**config.mk**
```make
export PLATFORM = sky130hd
export DESIGN_NAME = loop_break_detector
export DESIGN_NICKNAME = d
export VERILOG_FILES = /design/src/hdl/lbd_pkg.sv /design/src/hdl/sec_timebase.sv /design/src/hdl/loop_break_detector.sv
export SDC_FILE = /design/constraint.sdc
export NUM_CORES = 1
export LEC_CHECK = 0
export BUFFER_PORTS_ARGS = -buffer_cell sky130_fd_sc_hd__clkbuf_2
export CORE_ASPECT_RATIO = 0.6
export CORE_MARGIN = 2
export CORE_UTILIZATION = 43
export DETAILED_ROUTE_END_ITERATION = 8
export PLACE_DENSITY_LB_ADDON = 0.3
export SLEW_MARGIN = 20
export SYNTH_ARGS = -nofsm -noshare
export SYNTH_HDL_FRONTEND = slang
export SYNTH_HIERARCHICAL = 1
export SYNTH_SLANG_ARGS = --single-unit
```
**constraint.sdc**
```tcl
create_clock -name clock -period 8.1 [get_ports clock]
set_clock_uncertainty 0.1 [all_clocks]
set_input_delay 0.81 -clock clock [delete_from_list [all_inputs] [get_ports clock]]
set_output_delay 0.81 -clock clock [all_outputs]
set_load 0.01 [all_outputs]
```
**src/hdl/lbd_pkg.sv**
```systemverilog
// constants, register map and field layout shared by the loop break detector
package lbd_pkg;
    // ======================================================
    // timing
    localparam int unsigned CLK_PERIOD_NS = 10;
    localparam int unsigned SECOND_NS = 1000000000;
    localparam int unsigned TICKS_PER_SEC_DEFAULT = SECOND_NS / CLK_PERIOD_NS;
    localparam int unsigned TB_COUNT_W = 27;

    // ======================================================
    // widths
    localparam int unsigned PARAM_W = 14;
    localparam int unsigned DATA_W = 16;
    localparam int unsigned MAG_W = 20;
    localparam int unsigned TYPE_W = 4;
    localparam int unsigned ALARM_SLOTS = 3;
    localparam int unsigned IRQ_W = 3;

    // ======================================================
    // register byte addresses
    localparam logic [7:0] ADDR_DETECT_TIME = 8'h00;
    localparam logic [7:0] ADDR_LEVEL = 8'h04;
    localparam logic [7:0] ADDR_BAND = 8'h08;
    localparam logic [7:0] ADDR_ALARM_TYPES = 8'h0c;
    localparam logic [7:0] ADDR_CONFIG = 8'h10;
    localparam logic [7:0] ADDR_STATUS = 8'h14;
    localparam logic [7:0] ADDR_IRQ_STATUS = 8'h18;
    localparam logic [7:0] ADDR_IRQ_MASK = 8'h1c;

    // ======================================================
    // parameter ranges and reset values (level and band in tenths)
    localparam logic [13:0] TIME_MAX = 14'h270f;
    localparam logic [13:0] TIME_RESET = 14'h0000;
    localparam logic [13:0] LEVEL_MIN = 14'h0001;
    localparam logic [13:0] LEVEL_MAX = 14'h270f;
    localparam logic [13:0] LEVEL_RESET = 14'h0050;
    localparam logic [13:0] BAND_MAX = 14'h270f;
    localparam logic [13:0] BAND_RESET = 14'h001e;
    localparam logic [3:0] LOOP_BREAK_CODE = 4'hc;

    // ======================================================
    // decimal point scaling of tenths into sensor counts
    localparam logic [1:0] DP_ONE = 2'h1;
    localparam logic [1:0] DP_TWO = 2'h2;
    localparam logic [19:0] SCALE_X10 = 20'h0000a;
    localparam logic [19:0] SCALE_X100 = 20'h00064;

    // ======================================================
    // field positions
    localparam int unsigned CFG_DP_LSB = 0;
    localparam int unsigned CFG_HEAT_COOL = 4;
    localparam int unsigned ST_ALARM = 0;
    localparam int unsigned ST_WATCH = 1;
    localparam int unsigned ST_ARMED = 2;
    localparam int unsigned ST_SECS_LSB = 16;
    localparam int unsigned IRQ_RAISED = 0;
    localparam int unsigned IRQ_CLEARED = 1;
    localparam int unsigned IRQ_REFUSED = 2;
endpackage

```
**src/hdl/sec_timebase.sv**
```systemverilog
// one-second enable pulse generator with restart
`timescale 1ns/1ps
module sec_timebase #(
    parameter int unsigned TICKS_PER_SEC = lbd_pkg::TICKS_PER_SEC_DEFAULT
) (
    // clock and reset
    input wire logic clock,
    input wire logic rst,
    // control
    input wire logic restart,
    output logic tick
);
    import lbd_pkg::*;

    typedef struct packed {
        logic [TB_COUNT_W-1:0] count;
        logic tick;
    } tb_state_t;

    tb_state_t state;
    tb_state_t next_state;

    localparam logic [TB_COUNT_W-1:0] LAST = TB_COUNT_W'(TICKS_PER_SEC - 1);

    // =========================================
    // counter: restart realigns the second to the caller
    always_comb begin
        next_state = state;
        next_state.tick = 1'b0;
        if (restart) begin
            next_state.count = '0;
        end else if (state.count == LAST) begin
            next_state.count = '0;
            next_state.tick = 1'b1;
        end else begin
            next_state.count = state.count + 1'b1;
        end
    end

    always_ff @(posedge clock) begin
        if (rst) begin
            state <= '0;
        end else begin
            state <= next_state;
        end
    end

    assign tick = state.tick;
endmodule

```
**src/hdl/loop_break_detector.sv**
```systemverilog
// loop break alarm monitor with apb register file and interrupt
// Behaviour
// - alarm goes on when deviation exceeds level and fails to shrink by band in the period.
// - with the process value inside the level around the set point, no detection, alarm off.
// - an active alarm clears once the deviation has shrunk by at least the band.
// - shrinking by less than the band within the period still raises the alarm.
// - detection time takes 0 to 9999 seconds and resets to 0.
// - level takes 0.1 to 999.9 units and resets to 8.0.
// - band takes 0.0 to 999.9 units and resets to 3.0.
// - detection works only when an alarm type slot holds code 12.
// - the three parameters are changed only while stopped; writes while running are refused. An autotune result still loads the detection time while running.
// - level and band follow the sensor decimal point, with setting 0 used as setting 1.
// - autotuning loads the detection time unless heating/cooling control is set.
// - no detection while the set point ramps.
// - no detection during autotuning, manual operation or while stopped.
//
// Our own choices: the APB register port and the register offsets.
`timescale 1ns/1ps
module loop_break_detector #(
    parameter int unsigned TICKS_PER_SEC = lbd_pkg::TICKS_PER_SEC_DEFAULT
) (
    // clock and reset
    input wire logic clock,
    input wire logic rst,
    // apb slave
    input wire logic psel,
    input wire logic penable,
    input wire logic pwrite,
    input wire logic [7:0] paddr,
    input wire logic [31:0] pwdata,
    output logic [31:0] prdata,
    output logic pready,
    output logic pslverr,
    // control core
    input wire logic signed [lbd_pkg::DATA_W-1:0] set_point,
    input wire logic signed [lbd_pkg::DATA_W-1:0] process_value,
    input wire logic run,
    input wire logic sp_ramping,
    input wire logic autotuning,
    input wire logic manual_mode,
    input wire logic at_time_valid,
    input wire logic [lbd_pkg::PARAM_W-1:0] at_time,
    // alarm and interrupt
    output logic loop_break_alarm,
    output logic irq
);
    import lbd_pkg::*;

    typedef struct packed {
        logic [PARAM_W-1:0] detect_time;
        logic [PARAM_W-1:0] level;
        logic [PARAM_W-1:0] band;
        logic [TYPE_W*ALARM_SLOTS-1:0] alarm_types;
        logic [1:0] dp;
        logic heat_cool;
        logic [IRQ_W-1:0] irq_status;
        logic [IRQ_W-1:0] irq_mask;
        logic alarm;
        logic armed;
        logic [MAG_W-1:0] ref_dev;
        logic [PARAM_W-1:0] secs;
        logic [31:0] prdata;
    } lbd_state_t;

    lbd_state_t state;
    lbd_state_t next_state;

    // =========================================
    // helper functions

    // magnitude of set point minus process value
    function automatic logic [MAG_W-1:0] abs_dev(input logic signed [DATA_W-1:0] sp,
                                                 input logic signed [DATA_W-1:0] pv);
        logic signed [DATA_W:0] diff;
        diff = {sp[DATA_W-1], sp} - {pv[DATA_W-1], pv};
        if (diff[DATA_W]) begin
            abs_dev = MAG_W'(-diff);
        end else begin
            abs_dev = MAG_W'(diff);
        end
    endfunction

    // tenths of a unit into sensor counts; setting 0 counts as setting 1
    function automatic logic [MAG_W-1:0] scale_eu(input logic [PARAM_W-1:0] v,
                                                  input logic [1:0] dp);
        logic [MAG_W-1:0] wide;
        wide = MAG_W'(v);
        if (dp <= DP_ONE) begin
            scale_eu = wide;
        end else if (dp == DP_TWO) begin
            scale_eu = MAG_W'(wide * SCALE_X10);
        end else begin
            scale_eu = MAG_W'(wide * SCALE_X100);
        end
    endfunction

    // any slot selecting the loop break type
    function automatic logic type_match(input logic [TYPE_W*ALARM_SLOTS-1:0] types);
        type_match = 1'b0;
        for (int i = 0; i < ALARM_SLOTS; i++) begin
            if (types[i*TYPE_W +: TYPE_W] == LOOP_BREAK_CODE) begin
                type_match = 1'b1;
            end
        end
    endfunction

    // =========================================
    // detection terms
    logic sec_tick;
    logic [MAG_W-1:0] mag;
    logic [MAG_W-1:0] level_s;
    logic [MAG_W-1:0] band_s;
    logic [MAG_W:0] gain;
    logic lb_selected;
    logic enabled;
    logic outside;
    logic watching;
    logic reached;
    logic period_end;
    logic restart;

    always_comb begin
        mag = abs_dev(set_point, process_value);
        level_s = scale_eu(state.level, state.dp);
        band_s = scale_eu(state.band, state.dp);
        gain = {1'b0, state.ref_dev} - {1'b0, mag};
        reached = !gain[MAG_W] && (gain[MAG_W-1:0] >= band_s);
        lb_selected = type_match(state.alarm_types);
        // a zero detection time leaves the monitor idle
        enabled = lb_selected && run && !sp_ramping && !autotuning && !manual_mode
                  && (state.detect_time != '0);
        outside = mag > level_s;
        watching = enabled && outside;
        period_end = watching && state.armed && sec_tick
                     && (PARAM_W'(state.secs + 1'b1) == state.detect_time);
        restart = watching && !state.armed;
    end

    // =========================================
    // seconds timebase, realigned whenever a new period is armed
    sec_timebase #(
        .TICKS_PER_SEC(TICKS_PER_SEC)
    ) u_timebase (
        .clock(clock),
        .rst(rst),
        .restart(restart),
        .tick(sec_tick)
    );

    // =========================================
    // apb decode
    logic setup;
    logic access;
    logic mapped;
    logic is_param;
    logic range_bad;
    logic refused;
    logic [31:0] rd_word;
    logic [PARAM_W-1:0] wr_param;

    always_comb begin
        setup = psel && !penable;
        access = psel && penable;
        wr_param = pwdata[PARAM_W-1:0];
        rd_word = '0;
        mapped = 1'b1;
        is_param = 1'b0;
        range_bad = 1'b0;
        if (paddr == ADDR_DETECT_TIME) begin
            rd_word[PARAM_W-1:0] = state.detect_time;
            is_param = 1'b1;
            range_bad = (pwdata[31:PARAM_W] != '0) || (wr_param > TIME_MAX);
        end else if (paddr == ADDR_LEVEL) begin
            rd_word[PARAM_W-1:0] = state.level;
            is_param = 1'b1;
            range_bad = (pwdata[31:PARAM_W] != '0) || (wr_param < LEVEL_MIN)
                        || (wr_param > LEVEL_MAX);
        end else if (paddr == ADDR_BAND) begin
            rd_word[PARAM_W-1:0] = state.band;
            is_param = 1'b1;
            range_bad = (pwdata[31:PARAM_W] != '0) || (wr_param > BAND_MAX);
        end else if (paddr == ADDR_ALARM_TYPES) begin
            rd_word[TYPE_W*ALARM_SLOTS-1:0] = state.alarm_types;
        end else if (paddr == ADDR_CONFIG) begin
            rd_word[CFG_DP_LSB +: 2] = state.dp;
            rd_word[CFG_HEAT_COOL] = state.heat_cool;
        end else if (paddr == ADDR_STATUS) begin
            rd_word[ST_ALARM] = state.alarm;
            rd_word[ST_WATCH] = watching;
            rd_word[ST_ARMED] = state.armed;
            rd_word[ST_SECS_LSB +: PARAM_W] = state.secs;
        end else if (paddr == ADDR_IRQ_STATUS) begin
            rd_word[IRQ_W-1:0] = state.irq_status;
        end else if (paddr == ADDR_IRQ_MASK) begin
            rd_word[IRQ_W-1:0] = state.irq_mask;
        end else begin
            mapped = 1'b0;
        end
        // parameter writes are refused while the loop runs
        refused = is_param && (run || range_bad);
    end

    // zero wait states; read data was captured during setup
    assign pready = 1'b1;
    assign pslverr = access && (!mapped || (pwrite && refused));

    // =========================================
    // next state
    always_comb begin
        next_state = state;
        // read data sampled in setup so it comes from a flop in access
        if (setup) begin
            next_state.prdata = rd_word;
        end
        // register writes
        if (access && pwrite && mapped) begin
            if (paddr == ADDR_DETECT_TIME && !refused) begin
                next_state.detect_time = wr_param;
            end else if (paddr == ADDR_LEVEL && !refused) begin
                next_state.level = wr_param;
            end else if (paddr == ADDR_BAND && !refused) begin
                next_state.band = wr_param;
            end else if (paddr == ADDR_ALARM_TYPES) begin
                next_state.alarm_types = pwdata[TYPE_W*ALARM_SLOTS-1:0];
            end else if (paddr == ADDR_CONFIG) begin
                next_state.dp = pwdata[CFG_DP_LSB +: 2];
                next_state.heat_cool = pwdata[CFG_HEAT_COOL];
            end else if (paddr == ADDR_IRQ_STATUS) begin
                next_state.irq_status = state.irq_status & ~pwdata[IRQ_W-1:0];
            end else if (paddr == ADDR_IRQ_MASK) begin
                next_state.irq_mask = pwdata[IRQ_W-1:0];
            end
        end
        // autotune result overrides a same-cycle host value
        if (at_time_valid && !state.heat_cool && at_time <= TIME_MAX) begin
            next_state.detect_time = at_time;
        end
        // loop break monitor
        if (!watching) begin
            // suppressed or inside the level: quiet and disarmed
            next_state.alarm = 1'b0;
            next_state.armed = 1'b0;
            next_state.secs = '0;
        end else if (!state.armed) begin
            next_state.armed = 1'b1;
            next_state.ref_dev = mag;
            next_state.secs = '0;
        end else begin
            if (state.alarm && reached) begin
                next_state.alarm = 1'b0;
            end
            if (period_end) begin
                next_state.alarm = !reached;
                next_state.ref_dev = mag;
                next_state.secs = '0;
            end else if (sec_tick) begin
                next_state.secs = PARAM_W'(state.secs + 1'b1);
            end
        end
        // sticky events; a set in the clear cycle wins
        if (next_state.alarm && !state.alarm) begin
            next_state.irq_status[IRQ_RAISED] = 1'b1;
        end
        if (!next_state.alarm && state.alarm) begin
            next_state.irq_status[IRQ_CLEARED] = 1'b1;
        end
        if (access && pwrite && refused) begin
            next_state.irq_status[IRQ_REFUSED] = 1'b1;
        end
    end

    // =========================================
    // state register
    always_ff @(posedge clock) begin
        if (rst) begin
            state <= '0;
            state.detect_time <= TIME_RESET;
            state.level <= LEVEL_RESET;
            state.band <= BAND_RESET;
        end else begin
            state <= next_state;
        end
    end

    assign prdata = state.prdata;
    assign loop_break_alarm = state.alarm;
    assign irq = |(state.irq_status & state.irq_mask);
endmodule

```
==> results by stage <==
Clock network:
- In this run the number of H-tree levels came out at 4.
- The clock drives 155 sinks.
- For this design, the CTS-stage hold fixing added 0 buffers.
- The tree is rooted in a clkbuf_16.
- In this run the deepest clock path goes through 2 buffers.
- The insertion delay of the later-clocked pin in the worst-skew pair is 0.45 ns.
- The CTS buffer count is 17.
- The post-CTS clock slew at the launch and capture registers of the worst setup and hold paths is 0.07 ns.
- TritonCTS built the clock tree.

Layout:
- The multi-input gate area in the final layout is 0.0108 mm^2.
- Measured on the finished design, the core utilization comes to 0.478.
- The area growth from synthesis to layout is 10.2%.
- After the last flow step, the layout net total stands at 2,271.
- The ratio of cells with drive above 1 in the final layout is 0.124.
- Across the whole layout, storage elements account for 0.00311 mm^2.
- Counting the fill cells in the layout gives 3,425.

Worst setup path:
- The number of cell instances on the worst register-to-register path is 30.
- For this run, the slowest stage of the critical path takes 0.54 ns.
- STA puts the critical path data required time at 8.35 ns.
- The sort of element at the start of the critical path is a register.
- The slowest stage of the critical path is the nor4_1 cell.
- The setup path with the least slack is of type reg2reg.
- The endpoint arrival time on the critical path is 7.77 ns.
- By instance count, the cell type seen most on the critical path is o21ai_0.
- The nature of the critical path endpoint is a register.
- The largest fanout on the critical path is 28.

Die:
- The floorplan step set the die width to 246 um.
- The initial utilization of the core area, before any placement, comes to 0.433.
- In this run the core area contains 53 standard-cell rows.
- During I/O placement, the number of pins put on the boundary was 132.
- The area enclosed by the die boundary is 0.0366 mm^2.
- The core area is 0.0347 mm^2.
- The die is 149 um tall.

GRT:
- The met3 track demand over resource is 0.0694.
- The initial antenna violation count is 2.
- The met1 usage in global routing is 0.353.
- For this run, global-route usage on met2 was measured as 0.322.
- The first global-routing pass estimated 68.0 mm of wire.
- The pin count of the biggest net entering global routing is 55.
- The number of global-route vias before repair is 12,433.
- The global routing stage identified its most utilized layer as met1.
- Global routing finished with a remaining overflow of 0.
- In the global route stage, overall resource usage came out at 0.236.

STA:
- The max-slew violation count is 0.
- For this run, the top clock speed supported by timing is 133 MHz.
- The number of endpoints with negative hold slack in the final report is 0.
- The tightest hold path in the finished design has a slack of 0.366 ns.
- Measured against its own limit, the worst slew margin works out to 0.312.
- The post-route minimum period is 7.52 ns.
- The post-route fraction of the period consumed by the critical path is 0.928.
- The final-report setup violation count is 0.
- For the pin with the worst max-slew slack, the measured transition is 1.03 ns.

Synth:
- The count of flip-flops with a built-in enable after synthesis is 0.
- The most common cell in the synthesized netlist is ha_1.
- After synthesis, the mean cell area works out to 8.04 um^2.
- The library cell occupying the most area in the post-synthesis netlist is dfxtp_1.
- The number of flip-flops and latches in the synthesized netlist is 155.
- By area the synthesized netlist is led by dfxtp_1 21%, ha_1 18%, mux2i_1 4.9%, nor2_1 4.8%, inv_1 4.5%.
- Synthesis produced a netlist whose cell count is 1,873.
- The area of the mapped netlist is 0.0151 mm^2.
- The synthesized netlist contains 88 unique library cells.
- The share of the synthesized area in the top cell type is 0.206.
- The most used flip-flop cell after synthesis is dfxtp_1.
- By count the netlist is led by 212 x ha_1, 194 x nor2_1, 182 x inv_1.
- Yosys printed 6 warnings.
- The sequential element share of the synthesized area is 0.206.
- In the synthesized netlist the async set-or-reset flop fraction comes to 0.

Hold path:
- The type of the worst min-delay path is reg2reg.
- Along the worst hold path, the cell count comes to 1.

Run:
- The tool flagged a number of max-cap violations equal to 0.

Route:
- The pre-antenna-repair detailed-routing pass consisted of 5 iterations.
- After detailed routing, the number of vias per cell comes to 5.61.
- The residual antenna-violating net count after detailed routing is 0.
- The final wirelength is 43.1 mm.
- The number of DRC violations after detailed routing is 0.
- The iteration-0 DRC count of the detailed router is 1,178.
- After detailed routing, the average wire length per cell comes to 17.8 um.
- The final route contains 13,590 vias.

Place:
- The number of port buffers is 126.
- The final weighted congestion of routability-driven global placement is 0.924.
- The final HPWL from detailed placement is 34.1 mm.

Power and ir drop:
- The analysis attributes to cell leakage a power of 7.68 nW.
- Across the VDD grid, the largest voltage drop is 167 uV.
- The power density relative to cell area is 132 mW/mm^2.

Outcome:
- The run finished with clean final reports.
==> report_power, final <==
part / switching, mW / internal, mW / leakage, nW
Sequential: 0.00940 / 0.770 / 1.25
Clock: 0.411 / 0.416 / 0.293
Combinational: 0.361 / 0.227 / 6.14
Total: 0.782 / 1.41 / 7.68
==> worst max-delay path: cells and delay by family (launching register included) <==
family,cells,cell delay (ns)
fa+ha+maj,5,1.47
compound gates,13,2.48
buf+inv,3,0.28
simple gates,9,2.72
flops,1,0.35
==> metrics by stage <==
stage               power, mW  worst slack (ns)  instance area (um^2)  cells  setup TNS [ns]
floorplan                1.19             0.685                 15100   1882               0
global placement         1.35             0.180                 15900   2389               0
detailed placement       1.36           -0.0907                 15900   2389          -0.161
CTS                      2.18             0.315                 16500   2421               0
global route             2.30          -0.00173                 16600   2422        -0.00173
finish                   2.19             0.582                 16600   2422               0
==> metal layers <==
layer,routed length (um),up-vias
met5,18,-
met2,16900,367
met4,742,2
met1,21800,6432
met3,3630,48
li1,-,6741
==> logic make-up after synthesis <==
| kind of cell | after synthesis | share of synthesized area |
|---|---|---|
| simple gates | 572 | 0.188 |
| compound gates | 418 | 0.191 |
| buf+inv | 293 | 0.0835 |
| fa+ha+maj | 237 | 0.207 |
| flops | 155 | 0.206 |
| xor+xnor | 118 | 0.0701 |
| mux | 78 | 0.0530 |
| other cells | 2 | 0.000499 |
==> layout make-up <==
class | count | area share
inverters | 183 | 0.0414
clock buffers | 17 | 0.0256
repair buffers | 150 | 0.0490
multi-input cells | 1434 | 0.651
flip-flops and latches | 155 | 0.187
diodes | 1 | 0.000151
well taps | 467 | 0.0352
clock inverters | 15 | 0.0107
==> registers in the layout (all words and copies together), names as in the netlist <==
signal / count
u_timebase/tick: 1
u_timebase/state: 27
loop_break_alarm: 1
state: 98
prdata: 28
==> worst paths after layout <==
check | endpoint | slack [ns] | startpoint
worst min register to register | state[63] | 0.37 | state[63]
worst max-delay path | u_timebase/state[21] | 0.58 | state[105]
worst max register to register | u_timebase/state[21] | 0.58 | state[105]
worst min-delay path | state[63] | 0.37 | state[63]
==> timing repair <==
item                                    4_1_cts  5_1_grt
endpoints found under the setup margin        0        3
resized for setup                             0        9
setup buffers                                 0        0
==> cells in the final DEF (no fill, tap or decap), drive strengths merged, types with 16 or more instances in the layout <==
cell type  instances
ha               212
nor2             194
inv              188
dfxtp            155
clkbuf           142
nand2            123
o21ai            104
a21oi             89
mux2i             73
xnor2             73
a211oi            49
xor2              44
nor3              39
nand3             37
nand4             27
a21o              26
buf               25
nor4              24
nor2b             23
fa                22
and3              21
a22oi             16
nand2b            16
(Power assumes the default switching activity.)
